File: src/cidc_pkg.sv
`default_nettype none

package cidc_pkg;

    // ==========================================================
    // Widths
    localparam int unsigned CIDC_INSTR_W = 16;

    // ==========================================================
    // Condition codes
    localparam logic [3:0] COND_ZERO_SET = 4'h0;
    localparam logic [3:0] COND_ZERO_CLEAR = 4'h1;
    localparam logic [3:0] COND_CARRY_SET = 4'h2;
    localparam logic [3:0] COND_CARRY_CLEAR = 4'h3;
    localparam logic [3:0] COND_NEGATIVE = 4'h4;
    localparam logic [3:0] COND_POSITIVE_OR_ZERO = 4'h5;
    localparam logic [3:0] COND_OVERFLOW = 4'h6;
    localparam logic [3:0] COND_NO_OVERFLOW = 4'h7;
    localparam logic [3:0] COND_UNSIGNED_HIGHER = 4'h8;
    localparam logic [3:0] COND_UNSIGNED_LOWER_SAME = 4'h9;
    localparam logic [3:0] COND_SIGNED_GE = 4'hA;
    localparam logic [3:0] COND_SIGNED_LT = 4'hB;
    localparam logic [3:0] COND_SIGNED_GT = 4'hC;
    localparam logic [3:0] COND_SIGNED_LE = 4'hD;
    localparam logic [3:0] COND_ALWAYS = 4'hE;
    localparam logic [3:0] COND_SOFT_IRQ = 4'hF;

    // ==========================================================
    // Major opcode patterns
    localparam logic [1:0] OP_SHIFT_RESERVED = 2'h3;
    localparam logic [4:0] PAT_ADD_SUB = 5'h03;
    localparam logic [5:0] PAT_ALU = 6'h10;
    localparam logic [5:0] PAT_HIGH_REG = 6'h11;
    localparam logic [4:0] PAT_PC_LOAD = 5'h09;
    localparam logic [7:0] PAT_SP_ADJUST = 8'hB0;
    localparam logic [4:0] PAT_UNCOND_BRANCH = 5'h1C;

    // ==========================================================
    // Types
    typedef enum logic [4:0] {
        FMT_NONE, FMT_SHIFT, FMT_ADD_SUB, FMT_IMM8, FMT_ALU,
        FMT_HIGH_REG, FMT_PC_LOAD, FMT_REG_OFFSET, FMT_SIGN_EXT,
        FMT_IMM_OFFSET, FMT_HALF, FMT_SP_LOAD, FMT_LOAD_ADDR,
        FMT_SP_ADJUST, FMT_PUSH_POP, FMT_MULTI, FMT_COND_BRANCH,
        FMT_SOFT_IRQ, FMT_UNCOND_BRANCH, FMT_LONG_BRANCH
    } cidc_fmt_t;

    typedef struct packed {
        logic n;
        logic z;
        logic c;
        logic v;
    } cidc_flags_t;

    typedef struct packed {
        cidc_fmt_t fmt;
        logic [3:0] op;
        logic [3:0] rd;
        logic [3:0] rs;
        logic [2:0] ro;
        logic [10:0] imm;
        logic load;
        logic byte_sel;
        logic half_sel;
        logic sign_ext;
        logic imm_operand;
        logic sp_base;
        logic link_pc;
        logic high_half;
        logic [3:0] cond;
        logic cond_pass;
    } cidc_dec_t;

    localparam cidc_dec_t CIDC_DEC_RESET = '0;
    localparam cidc_flags_t CIDC_FLAGS_RESET = '0;

endpackage

`default_nettype wire

File: src/cidc_decode.sv
`timescale 1ns/1ps
`default_nettype none

module cidc_decode
    import cidc_pkg::*;
#(
    parameter int unsigned INSTR_W = CIDC_INSTR_W
) (
    // Clock and reset
    input wire logic clk_i,
    input wire logic sys_rst_i,
    // Fetched instruction
    input wire logic instr_valid_i,
    input wire logic [INSTR_W-1:0] instr_i,
    // Flags and stand-alone condition test
    input wire cidc_flags_t flags_i,
    input wire logic [3:0] cond_code_i,
    // Decoded result, one cycle later
    output logic dec_valid_o,
    output cidc_dec_t dec_o,
    output logic cond_pass_o
);

    // ==========================================================
    // Parameter check
    // Field slicing below is fixed to a 16-bit word
    if (INSTR_W != 16) begin : g_bad_width
        $error("cidc_decode serves 16-bit instructions only");
    end

    // ==========================================================
    // Condition evaluator
    function automatic logic cond_eval(input logic [3:0] code,
                                       input cidc_flags_t f);
        logic pass;
        pass = 1'b0;
        case (code)
            COND_ZERO_SET: pass = f.z;
            COND_ZERO_CLEAR: pass = !f.z;
            COND_CARRY_SET: pass = f.c;
            COND_CARRY_CLEAR: pass = !f.c;
            COND_NEGATIVE: pass = f.n;
            COND_POSITIVE_OR_ZERO: pass = !f.n;
            COND_OVERFLOW: pass = f.v;
            COND_NO_OVERFLOW: pass = !f.v;
            COND_UNSIGNED_HIGHER: pass = f.c && !f.z;
            COND_UNSIGNED_LOWER_SAME: pass = !(f.c && !f.z);
            COND_SIGNED_GE: pass = (f.n == f.v);
            COND_SIGNED_LT: pass = (f.n != f.v);
            COND_SIGNED_GT: pass = !f.z && (f.n == f.v);
            COND_SIGNED_LE: pass = f.z || (f.n != f.v);
            COND_ALWAYS: pass = 1'b1;
            default: pass = 1'b0;
        endcase
        return pass;
    endfunction

    // ==========================================================
    // Instruction decode
    // Pure field extraction; no operand is checked for sense here
    cidc_dec_t dec;
    logic [15:0] w;

    always_comb begin
        w = instr_i[15:0];
        dec = CIDC_DEC_RESET;
        dec.rd = {1'b0, w[2:0]};
        dec.rs = {1'b0, w[5:3]};
        if (w[15:13] == 3'h0 && w[12:11] != OP_SHIFT_RESERVED) begin
            dec.fmt = FMT_SHIFT;
            dec.op = {2'h0, w[12:11]};
            dec.imm = {6'h00, w[10:6]};
        end else if (w[15:11] == PAT_ADD_SUB) begin
            dec.fmt = FMT_ADD_SUB;
            dec.imm_operand = w[10];
            dec.op = {3'h0, w[9]};
            dec.ro = w[8:6];
            dec.imm = {8'h00, w[8:6]};
        end else if (w[15:13] == 3'h1) begin
            dec.fmt = FMT_IMM8;
            dec.op = {2'h0, w[12:11]};
            dec.rd = {1'b0, w[10:8]};
            dec.rs = 4'h0;
            dec.imm = {3'h0, w[7:0]};
        end else if (w[15:10] == PAT_ALU) begin
            dec.fmt = FMT_ALU;
            dec.op = w[9:6];
        end else if (w[15:10] == PAT_HIGH_REG) begin
            dec.fmt = FMT_HIGH_REG;
            dec.op = {2'h0, w[9:8]};
            dec.rd = {w[7], w[2:0]};
            dec.rs = {w[6], w[5:3]};
        end else if (w[15:11] == PAT_PC_LOAD) begin
            dec.fmt = FMT_PC_LOAD;
            dec.load = 1'b1;
            dec.rd = {1'b0, w[10:8]};
            dec.rs = 4'h0;
            dec.imm = {3'h0, w[7:0]};
        end else if (w[15:12] == 4'h5) begin
            dec.ro = w[8:6];
            dec.rs = {1'b0, w[5:3]};
            if (!w[9]) begin
                dec.fmt = FMT_REG_OFFSET;
                dec.load = w[11];
                dec.byte_sel = w[10];
            end else begin
                // H=0,S=0 store half; H=1,S=0 load half;
                // H=0,S=1 signed byte; H=1,S=1 signed half
                dec.fmt = FMT_SIGN_EXT;
                dec.half_sel = w[11];
                dec.sign_ext = w[10];
                dec.load = w[11] || w[10];
                dec.byte_sel = w[10] && !w[11];
            end
        end else if (w[15:13] == 3'h3) begin
            dec.fmt = FMT_IMM_OFFSET;
            dec.byte_sel = w[12];
            dec.load = w[11];
            dec.imm = {6'h00, w[10:6]};
        end else if (w[15:12] == 4'h8) begin
            dec.fmt = FMT_HALF;
            dec.half_sel = 1'b1;
            dec.load = w[11];
            dec.imm = {6'h00, w[10:6]};
        end else if (w[15:12] == 4'h9) begin
            dec.fmt = FMT_SP_LOAD;
            dec.load = w[11];
            dec.sp_base = 1'b1;
            dec.rd = {1'b0, w[10:8]};
            dec.rs = 4'h0;
            dec.imm = {3'h0, w[7:0]};
        end else if (w[15:12] == 4'hA) begin
            dec.fmt = FMT_LOAD_ADDR;
            dec.sp_base = w[11];
            dec.rd = {1'b0, w[10:8]};
            dec.rs = 4'h0;
            dec.imm = {3'h0, w[7:0]};
        end else if (w[15:8] == PAT_SP_ADJUST) begin
            dec.fmt = FMT_SP_ADJUST;
            dec.sign_ext = w[7];
            dec.sp_base = 1'b1;
            dec.rd = 4'h0;
            dec.rs = 4'h0;
            dec.imm = {4'h0, w[6:0]};
        end else if (w[15:12] == 4'hB && w[10:9] == 2'h2) begin
            dec.fmt = FMT_PUSH_POP;
            dec.load = w[11];
            dec.link_pc = w[8];
            dec.sp_base = 1'b1;
            dec.rd = 4'h0;
            dec.rs = 4'h0;
            dec.imm = {3'h0, w[7:0]};
        end else if (w[15:12] == 4'hC) begin
            dec.fmt = FMT_MULTI;
            dec.load = w[11];
            dec.rd = 4'h0;
            dec.rs = {1'b0, w[10:8]};
            dec.imm = {3'h0, w[7:0]};
        end else if (w[15:12] == 4'hD) begin
            dec.rd = 4'h0;
            dec.rs = 4'h0;
            dec.cond = w[11:8];
            dec.imm = {3'h0, w[7:0]};
            if (w[11:8] == COND_SOFT_IRQ) begin
                dec.fmt = FMT_SOFT_IRQ;
            end else begin
                dec.fmt = FMT_COND_BRANCH;
                dec.sign_ext = 1'b1;
                dec.cond_pass = cond_eval(w[11:8], flags_i);
            end
        end else if (w[15:11] == PAT_UNCOND_BRANCH) begin
            dec.fmt = FMT_UNCOND_BRANCH;
            dec.sign_ext = 1'b1;
            dec.rd = 4'h0;
            dec.rs = 4'h0;
            dec.imm = w[10:0];
        end else if (w[15:12] == 4'hF) begin
            dec.fmt = FMT_LONG_BRANCH;
            dec.high_half = !w[11];
            dec.link_pc = 1'b1;
            dec.rd = 4'h0;
            dec.rs = 4'h0;
            dec.imm = w[10:0];
        end else begin
            // Undefined encodings report no format and no fields
            dec = CIDC_DEC_RESET;
        end
    end

    // ==========================================================
    // Output stage
    // Registered so the execute stage sees a clean word
    logic next_dec_valid;
    cidc_dec_t next_dec;
    logic next_cond_pass;

    always_comb begin
        next_dec_valid = instr_valid_i;
        next_dec = instr_valid_i ? dec : CIDC_DEC_RESET;
        next_cond_pass = cond_eval(cond_code_i, flags_i);
    end

    always_ff @(posedge clk_i or posedge sys_rst_i) begin
        if (sys_rst_i) begin
            dec_valid_o <= 1'b0;
            dec_o <= CIDC_DEC_RESET;
            cond_pass_o <= 1'b0;
        end else begin
            dec_valid_o <= next_dec_valid;
            dec_o <= next_dec;
            cond_pass_o <= next_cond_pass;
        end
    end

    // ==========================================================
    // Checks
    logic [15:0] last_w;
    cidc_flags_t last_f;
    logic [3:0] last_code;

    always_ff @(posedge clk_i or posedge sys_rst_i) begin
        if (sys_rst_i) begin
            last_w <= 16'h0000;
            last_f <= CIDC_FLAGS_RESET;
            last_code <= 4'h0;
        end else begin
            last_w <= instr_i[15:0];
            last_f <= flags_i;
            last_code <= cond_code_i;
        end
    end
endmodule

`default_nettype wire

File: config.mk
export PLATFORM = sky130hd
export DESIGN_NAME = cidc_decode
export DESIGN_NICKNAME = d
export VERILOG_FILES = /design/src/cidc_pkg.sv /design/src/cidc_decode.sv
export SDC_FILE = /design/constraint.sdc
export NUM_CORES = 1
export LEC_CHECK = 0
export BUFFER_PORTS_ARGS = -buffer_cell sky130_fd_sc_hd__buf_2
export CAP_MARGIN = 20
export CORE_ASPECT_RATIO = 1.2
export CORE_MARGIN = 2
export CORE_UTILIZATION = 57
export CTS_BUF_LIST = sky130_fd_sc_hd__clkbuf_4
export DETAILED_ROUTE_END_ITERATION = 12
export PLACE_DENSITY = 0.88
export SLEW_MARGIN = 20
export SYNTH_ARGS = -nofsm -noshare
export SYNTH_HDL_FRONTEND = slang
export SYNTH_SLANG_ARGS = --single-unit
File: constraint.sdc
create_clock -name clk_i -period 2.3 [get_ports clk_i]
set_input_delay 0.115 -clock clk_i [delete_from_list [all_inputs] [get_ports clk_i]]
set_output_delay 0.115 -clock clk_i [all_outputs]
set_load 0.03 [all_outputs]
==> out/summary.txt, run 1 <==
CELLS AND AREA
--------------------------------------------------------------------------------------------------
Post-route cell area                                                                     2970 um^2
Fill cell instance count of the final layout                                                   357
Register area                                                                            1150 um^2
Area added between synthesis and finish                                                      16.7%
Finished Layout Cells                                                                          394
Number of nets in the finished design                                                          364
Layout cells sized above 1                                                                   28.7%
Multi-input gate area in the final layout                                                1230 um^2
Antenna Diode Count                                                                              0
Finished Core Util                                                                           69.6%

DETAILED ROUTING
--------------------------------------------------------------------------------------------------
Average vias per placed instance                                                              5.98
Detail-routed net length per standard cell                                                 15.2 um
DRC viols                                                                                        0
DR pass1 iterations                                                                              5
Detailed-route via count                                                                      2355
Total routed wirelength                                                                    6000 um
Remaining number of nets flagged by the antenna check after routing                              0
Violation count after the first detailed-route iteration                                       147

FLOORPLANNING
--------------------------------------------------------------------------------------------------
Number of placement rows                                                                        26
I/O pin total                                                                                   73
Area enclosed by the die boundary                                                        5020 um^2
Initial Util                                                                                 59.7%
Chip width                                                                                 65.0 um
Area of the placeable core                                                               4260 um^2
Y dimension of the die                                                                     77.2 um

TIMING
--------------------------------------------------------------------------------------------------
Rel. slew slack                                                                              62.0%
Fmax                                                                                       739 MHz
Final period demand of the worst path                                                      1350 ps
Count of endpoints failing setup in the final report                                             0
Number of max-slew violations in the final report                                                0
RSZ-0062 raised after global routing                                                            no
Setup_tns                                                                                     0 ps
Post-route fraction of the period consumed by the critical path                              58.8%
Slew at the pin closest to its max-slew limit                                               570 ps
Count of endpoints failing hold in the final timing report                                       0

CLOCK TREE
--------------------------------------------------------------------------------------------------
Clock tree buffer depth                                                                          2
Number of H-tree levels                                                                          2
Clock tree from TritonCTS                                                                     done
CTS-repair resized insts                                                                         0
Clock transition time at the flip-flop clock pins of the worst setup and hold paths         130 ps
Cts bufs inserted                                                                                5
Clock Root Buffer                                                                     sky130_fd_sc_hd__clkbuf_4
Setup Fix Bufs, Post-CTS                                                                         0
Clock Sink Count                                                                                46
CTS Hold Buffers Added                                                                           3

GRT
--------------------------------------------------------------------------------------------------
Initial antenna violation count                                                                  0
First-pass GRT wire length                                                                 9920 um
Met2 usage                                                                                   37.3%
GRT Resource Usage Total                                                                     25.6%
Met3 demand-to-capacity share in global routing                                              4.99%
Largest net degree at the start of global routing                                               35
Most heavily used metal layer in global routing                                               met2
Gr ovfl total                                                                                    0
Number of global-route vias before repair                                                     2115
Met1 global-route usage                                                                      35.0%

WORST SETUP PATH
--------------------------------------------------------------------------------------------------
Slowest stage cell on the critical path                                               sky130_fd_sc_hd__buf_2
Top fanout value on the critical path                                                           30
Required time of the critical path                                                         2590 ps
Data arrival time of the worst path                                                        1650 ps
Worst Setup Path Type                                                                 input port to register
Worst Setup Start Kind                                                                  input port
Critical Path Max Stage Delay                                                               410 ps
Crit end category                                                                         register
Worst-path cell chain                                                                 buf_2, nor2b_2, a311oi_1, o211a_4, nand2b_4, a211oi_2

SYNTHESIS
--------------------------------------------------------------------------------------------------
Number of warning messages in the yosys log                                                      0
Post-synthesis area per instance                                                         9.18 um^2
Count of mapped cells out of synthesis                                                         277
Count of flip-flops with a built-in enable after synthesis                                       0
Post-synthesis register bit count                                                               46
Net count of the mapped netlist                                                                304
Most frequently used flop master after synthesis                                      sky130_fd_sc_hd__dfrtp_1
Sequential-to-total area share from yosys stat                                               45.3%
Asr flop ratio synth                                                                          100%
Distinct cell type count after synthesis                                                        61
Combined area of all synthesized cells                                                   2540 um^2

PWR
--------------------------------------------------------------------------------------------------
Fraction of power spent switching nets                                                       30.2%
Int Power                                                                                0.00121 W
Clock network power share                                                                    28.4%
Net Sw Power                                                                            0.000523 W
Worst VDD drop                                                                            0.261 mV
Reg power frac                                                                               48.8%
Share of total power in combinational logic                                                  22.8%
Power Dens Cells                                                                       584 nW/um^2
Static power due to leakage                                                                1.47 nW
Total design power                                                                       0.00173 W

HOLD PATH
--------------------------------------------------------------------------------------------------
Capture endpoint of the worst hold path                                                  dec_o[16]
Hold Path Cell Cnt                                                                               3
Hold Startpoint                                                                         instr_i[3]
Worst hold path class                                                                 input port to register

PLACE
--------------------------------------------------------------------------------------------------
Placed standard-cell area                                                                2860 um^2
Total half-perimeter wirelength after legalization and detailed placement                  4220 um
Cell Count Post-Placement                                                                      383
Weighted congestion at the end of routability-driven global placement                        0.979
Port Buffers                                                                                    72

FLOW RUN
--------------------------------------------------------------------------------------------------
Max-cap violation count                                                                          0

STATUS
--------------------------------------------------------------------------------------------------
Status                                                                                   completed

## critical path, delay by kind of cell
kind / cells / cell delay (ps)
buffers and inverters: 1 / 410
and+or+nand+nor: 2 / 490
AOI/OAI and AO/OA: 3 / 630
## flip-flops by register name (all words and copies together), names as in the netlist
signal and cells:
dec_valid_o 1, cond_pass_o 1, dec_o 44
## layer usage
metal  vias up  routed length (um)
met2       150                2730
met5         -                   0
li1       1117                   -
met3        22                 616
met1      1066                2430
met4         0                 230
## cell families after synthesis
family,synth area share [%]
buf+inv,6.44
mux,2.21
xor+xnor,0.689
flops,45.3
compound gates,19.7
simple gates,25.7
## power groups by stage
stage / combinational (W) / sequential [W] / clock, W
after floorplan: 0.000219 / 0.000931 / 0
after global placement: 0.000383 / 0.000861 / 0
after detailed placement: 0.000386 / 0.000862 / 0
after CTS: 0.000391 / 0.000846 / 0.000493
after global routing: 0.000430 / 0.000849 / 0.000537
final: 0.000394 / 0.000846 / 0.000492
## area by class of cell
type                            instances  area share (%)
Tap cell                               56            2.36
Multi-Input combinational cell        198            41.4
Clock inverter                          2            1.26
Sequential cell                        46            38.8
Timing Repair Buffer                   76            13.4
Inverter                               10            1.26
Clock buffer                            6            1.52
## through the flow
stage / setup slack [ps] / hold WS, ps
global route: 850 / 0.817
detailed placement: 589 / 105
global placement: 587 / 89.2
CTS: 971 / 14.8
finish: 947 / 16.2
floorplan: 1030 / 146
## how the worst max path moves through the flow
stage,end,cells after the start,start,slack [ps]
after floorplan,dec_o[0],6,flags_i[3],1030
after global placement,dec_o[42],5,instr_i[12],590
after detailed placement,dec_o[16],6,instr_i[13],590
after CTS,dec_o[13],6,instr_i[13],970
after global routing,dec_o[42],5,instr_i[12],850
final,dec_o[16],6,instr_i[13],950
## cell usage after synthesis (2+ instances only)
library cell,count,share of area [%]
sky130_fd_sc_hd__dfrtp_1,46,45
sky130_fd_sc_hd__nand2_1,28,4.1
sky130_fd_sc_hd__nor2_1,23,3.4
sky130_fd_sc_hd__nor3_1,19,3.7
sky130_fd_sc_hd__a21oi_1,17,3.3
sky130_fd_sc_hd__o21ai_0,13,2.6
sky130_fd_sc_hd__buf_2,11,2.2
sky130_fd_sc_hd__inv_1,10,1.5
sky130_fd_sc_hd__and2_1,8,2.0
sky130_fd_sc_hd__a221oi_1,5,1.7
sky130_fd_sc_hd__buf_4,5,1.5
sky130_fd_sc_hd__clkbuf_1,5,0.74
sky130_fd_sc_hd__nand2b_1,5,1.2
sky130_fd_sc_hd__nand3_1,5,0.98
sky130_fd_sc_hd__a22oi_1,4,1.2
sky130_fd_sc_hd__a31oi_1,4,0.98
sky130_fd_sc_hd__a32o_1,4,1.6
sky130_fd_sc_hd__nor4_1,4,0.98
sky130_fd_sc_hd__o21ai_1,4,0.79
sky130_fd_sc_hd__o22ai_1,4,0.98
sky130_fd_sc_hd__mux2i_1,3,1.2
sky130_fd_sc_hd__nor3b_1,3,0.89
sky130_fd_sc_hd__a21o_1,2,0.59
sky130_fd_sc_hd__a311oi_1,2,0.69
sky130_fd_sc_hd__and2_4,2,0.69
sky130_fd_sc_hd__and2b_1,2,0.59
sky130_fd_sc_hd__nand2_2,2,0.49
sky130_fd_sc_hd__nor2b_1,2,0.49
sky130_fd_sc_hd__or3_1,2,0.49
sky130_fd_sc_hd__xnor2_1,2,0.69
## cell usage in the layout, fill, tap and decap left out, drive strengths merged, types with 2 or more instances in the layout
cell type    synthesis  routed
a211oi               2       2
a311oi               2       2
and2                10      10
mux2i                3       3
o22ai                4       4
a32oi                2       2
dfrtp               46      46
nor4                 4       4
xnor2                2       2
nor2b                3       3
o21ai               17      17
or3                  2       2
and2b                3       3
a21o                 2       2
a21oi               17      17
nor3b                3       3
clkbuf               5       6
dlygate4sd3          0       3
nor3                19      19
a22oi                4       4
a221oi               5       5
nor4b                3       3
buf                 18      73
a32o                 4       4
nand2               30      30
inv                 10       9
or3b                 2       2
a31oi                4       4
nor2                24      24
nand2b               6       6
nand3                5       5
mux2                 2       2
(Power assumes the default switching activity.)
==> run 2, diff against run 1 <==
--- a/config.mk
+++ b/config.mk
@@ -5,14 +5,15 @@
 export SDC_FILE = /design/constraint.sdc
 export NUM_CORES = 1
 export LEC_CHECK = 0
+export ABC_AREA = 1
 export BUFFER_PORTS_ARGS = -buffer_cell sky130_fd_sc_hd__buf_2
 export CAP_MARGIN = 20
 export CORE_ASPECT_RATIO = 1.2
 export CORE_MARGIN = 2
-export CORE_UTILIZATION = 57
+export CORE_UTILIZATION = 54
 export CTS_BUF_LIST = sky130_fd_sc_hd__clkbuf_4
 export DETAILED_ROUTE_END_ITERATION = 12
-export PLACE_DENSITY = 0.88
+export PLACE_DENSITY = 0.84
 export SLEW_MARGIN = 20
 export SYNTH_ARGS = -nofsm -noshare
 export SYNTH_HDL_FRONTEND = slang
==> constraint.sdc (replaced) <==
create_clock -name clk_i -period 1.3 [get_ports clk_i]
set_input_delay 0.065 -clock clk_i [delete_from_list [all_inputs] [get_ports clk_i]]
set_output_delay 0.065 -clock clk_i [all_outputs]
set_load 0.03 [all_outputs]
==> run 2 against run 1 <==
  * Area after synthesis grew 2.3%
  * Cell count is 29% higher
  * Worst hold slack better by 15 ps
  * Global-route usage increased by 4.2 points
  * Non-clock buffer count up 48
  * Critical path type unchanged
  * Highest routed layer unchanged
==> out/summary.txt, run 2 <==
HOLD PATH
--------------------------------------------------------------------------------------------------
Worst hold path class                                                                 input port to register
Hold Path Cell Cnt                                                                               3   unchanged
Capture endpoint of the worst hold path                                                  dec_o[28]
Hold Startpoint                                                                         instr_i[4]

WORST SETUP PATH
--------------------------------------------------------------------------------------------------
Worst-path cell chain                                                                 buf_2, bufinv_8, nand2_4, nor2_2, nand3_1, a221oi_2
Required time of the critical path                                                         1570 ps   -1020 ps
Slowest stage cell on the critical path                                               sky130_fd_sc_hd__a221oi_2
Worst Setup Start Kind                                                                  input port
Crit end category                                                                         register
Worst Setup Path Type                                                                 input port to register
Worst path bufs/invs                                                                             2   +1
Data arrival time of the worst path                                                        1300 ps   -350 ps
Critical Path Max Stage Delay                                                               330 ps   -80 ps
Cell family contributing the most delay on the critical path                          simple AND/OR/NAND/NOR gates
Top fanout value on the critical path                                                            6   -80%

FLOORPLANNING
--------------------------------------------------------------------------------------------------
Initial Util                                                                                 56.2%   -3.5 points
Y dimension of the die                                                                     80.0 um   +3.7%
Chip width                                                                                 67.4 um   +3.7%
Area of the placeable core                                                               4630 um^2   +8.6%
Area enclosed by the die boundary                                                        5390 um^2   +7.5%
I/O pin total                                                                                   73   unchanged
Number of placement rows                                                                        27   +3.8%

PLACE
--------------------------------------------------------------------------------------------------
Placed standard-cell area                                                                3340 um^2   +17%
Port Buffers                                                                                    72   unchanged
Weighted congestion at the end of routability-driven global placement                        0.956   -2.4%
Cell Count Post-Placement                                                                      495   +29%
Total half-perimeter wirelength after legalization and detailed placement                  5820 um   +38%

TIMING
--------------------------------------------------------------------------------------------------
Slew at the pin closest to its max-slew limit                                               613 ps   +43.0 ps
Hold Worst Slack                                                                           31.5 ps   +15.3 ps
Count of endpoints failing setup in the final report                                             0   unchanged
Final period demand of the worst path                                                      1030 ps
Fmax                                                                                       973 MHz
Rel. slew slack                                                                              58.9%   -3.1 points
Setup_tns                                                                                     0 ps   unchanged
Count of endpoints failing hold in the final timing report                                       0   unchanged
RSZ-0062 raised after global routing                                                            no
Post-route fraction of the period consumed by the critical path                              79.1%
Number of max-slew violations in the final report                                                0   unchanged

PWR
--------------------------------------------------------------------------------------------------
Clock network power share                                                                    31.3%   +2.9 points
Net Sw Power                                                                             0.00100 W   +92%
Reg power frac                                                                               44.4%   -4.4 points
Power Dens Cells                                                                       960 nW/um^2   +64%
Int Power                                                                                0.00237 W   +96%
Worst VDD drop                                                                            0.555 mV   +110%
Static power due to leakage                                                                2.01 nW   +36%
Share of total power in combinational logic                                                  24.2%   +1.4 points
Fraction of power spent switching nets                                                       29.8%   -0.39 points

CLOCK TREE
--------------------------------------------------------------------------------------------------
Setup Fix Bufs, Post-CTS                                                                         0   unchanged
Clock Root Buffer                                                                     sky130_fd_sc_hd__clkbuf_4
Number of H-tree levels                                                                          2   unchanged
CTS-repair resized insts                                                                         0   unchanged
Clock tree from TritonCTS                                                                     done
Cts bufs inserted                                                                                5   unchanged
CTS Hold Buffers Added                                                                           7   +4
Clock tree buffer depth                                                                          2   unchanged
Clock transition time at the flip-flop clock pins of the worst setup and hold paths         130 ps   about the same
Clock Sink Count                                                                                46   unchanged

CELLS AND AREA
--------------------------------------------------------------------------------------------------
Leading cell type in the layout, fill and taps excluded                               sky130_fd_sc_hd__buf_2
Highest-count cells in the layout ignoring fill and taps                              sky130_fd_sc_hd__buf_2, sky130_fd_sc_hd__nand2_1, sky130_fd_sc_hd__dfrtp_1
Register containing the most flip-flops in the final layout                                  dec_o
Fill cell instance count of the final layout                                                   384   +7.6%
Area added between synthesis and finish                                                      35.1%
Layout cells sized above 1                                                                   35.4%   +6.7 points
Post-route cell area                                                                     3510 um^2   +18%
Antenna Diode Count                                                                              0   unchanged
Top Registers                                                                         dec_o: 44 flops, cond_pass_o: 1 flops, dec_valid_o: 1 flops
Number of nets in the finished design                                                          478   +31%
Flip-flop count of the largest register, all copies and words added                             44   unchanged
Finished Layout Cells                                                                          510   +29%

DETAILED ROUTING
--------------------------------------------------------------------------------------------------
DR pass1 iterations                                                                              5   unchanged
Violation count after the first detailed-route iteration                                       278   +89%
DRC viols                                                                                        0   unchanged
Detailed-route via count                                                                      2725   +16%
Detail-routed net length per standard cell                                                 14.5 um   -4.8%
Total routed wirelength                                                                    7400 um   +23%
Remaining number of nets flagged by the antenna check after routing                              0   unchanged
Average vias per placed instance                                                              5.34   -11%

SYNTHESIS
--------------------------------------------------------------------------------------------------
Count of mapped cells out of synthesis                                                         329   +19%
Distinct cell type count after synthesis                                                        40   -34%
Cell with the most instances after synthesis                                          sky130_fd_sc_hd__nand2_1
Post-synthesis register bit count                                                               46   unchanged
Share of the synthesized area in the top cell type                                           44.3%   -1.0 points
Count of flip-flops with a built-in enable after synthesis                                       0   unchanged
Area leader, netlist                                                                  sky130_fd_sc_hd__dfrtp_1
Biggest area contributors in the synthesized netlist                                  sky130_fd_sc_hd__dfrtp_1, sky130_fd_sc_hd__nand2_1, sky130_fd_sc_hd__inv_1
Net count of the mapped netlist                                                                356   +17%
Asr flop ratio synth                                                                          100%   unchanged
Post-synthesis area per instance                                                         7.91 um^2   -14%
Most frequently used flop master after synthesis                                      sky130_fd_sc_hd__dfrtp_1
Number of warning messages in the yosys log                                                      0   unchanged
Combined area of all synthesized cells                                                   2600 um^2   +2.3%
Ranking of synthesized cells by instance count                                        sky130_fd_sc_hd__nand2_1, sky130_fd_sc_hd__dfrtp_1, sky130_fd_sc_hd__inv_1
Sequential-to-total area share from yosys stat                                               44.3%   -1.0 points

STATUS
--------------------------------------------------------------------------------------------------
Status                                                                                   completed

GRT
--------------------------------------------------------------------------------------------------
Gr ovfl total                                                                                    0   unchanged
First-pass GRT wire length                                                                12200 um   +23%
Number of global-route vias before repair                                                     2651   +25%
GRT Resource Usage Total                                                                     29.8%   +4.2 points
Initial antenna violation count                                                                  0   unchanged
Largest net degree at the start of global routing                                               31   -11%

FLOW RUN
--------------------------------------------------------------------------------------------------
Max-cap violation count                                                                          0   unchanged

run 2: changes by cell type in the layout (fill, tap and decap cells not counted), sizes merged, moves of 9 or more:
cell,previous run,this run
buf,73,117
nand2,30,74
inv,9,44
nand3,5,28
nor2,24,47
and2,10,0
nor3,19,10
run 2: cells by family (layout without fill, tap and decap cells):
logic type / Yosys count / after routing / synth area share, %
compound gates: 57 / 57 / 13.8
xor+xnor: 2 / 2 / 0.674
buf+inv: 55 / 178 / 8.85
flops: 46 / 46 / 44.3
simple gates: 169 / 169 / 32.4
run 2: per-stage QoR:
stage / total power, W / util, % / setup WS (ps)
finish: 0.00337 / 75.9 / 272
global route: 0.00353 / 75.9 / 160
CTS: 0.00336 / 75.9 / 254
detailed placement: 0.00232 / 72.2 / -108
global placement: 0.00231 / 72.2 / -65.8
floorplan: 0.00202 / - / 92.8
run 2: power by group through the flow:
stage | Clock [W] | Combinational [W] | Sequential, W
after CTS | 0.00105 | 0.000814 | 0.00150
final | 0.00106 | 0.000818 | 0.00150
after detailed placement | 0 | 0.000793 | 0.00153
after global placement | 0 | 0.000780 | 0.00153
after global routing | 0.00113 | 0.000893 | 0.00151
after floorplan | 0 | 0.000365 | 0.00165
run 2: worst max-delay path by stage:
stage	from	endpoint	slack, ps	cells after the start
floorplan	instr_i[10]	dec_o[13]	90	11
global placement	instr_i[15]	dec_o[33]	-70	9
detailed placement	instr_i[15]	dec_o[12]	-110	6
CTS	instr_i[15]	dec_o[28]	250	9
global route	instr_i[15]	dec_o[32]	160	9
finish	instr_i[15]	dec_o[12]	270	6
run 2: per-layer routing:
| layer | wire length (um) | vias to the layer above | global-route usage (%) |
|---|---|---|---|
| met3 | 534 | 23 | 4.37 |
| li1 | - | 1326 | - |
| met2 | 3720 | 124 | 49.6 |
| met1 | 2910 | 1252 | 37.9 |
| met5 | 0 | - | 0 |
| met4 | 240 | 0 | 12.4 |
run 2: worst min-delay path, delay by kind of cell:
family / cells / cell delay [ps]
buffers and inverters: 1 / 100
AO/OA/AOI/OAI: 1 / 100
AND/OR/NAND/NOR: 1 / 80
run 2: cell type report:
cell class                 count  area (um^2)  area share, %
clock buffer                   5         37.5           1.07
clock inverter                 3         63.8           1.82
inverter                      46          189           5.38
multi-input combinational    228         1220           34.7
sequential                    46         1150           32.8
tap                           58         72.6           2.06
timing repair buffer         124          781           22.2
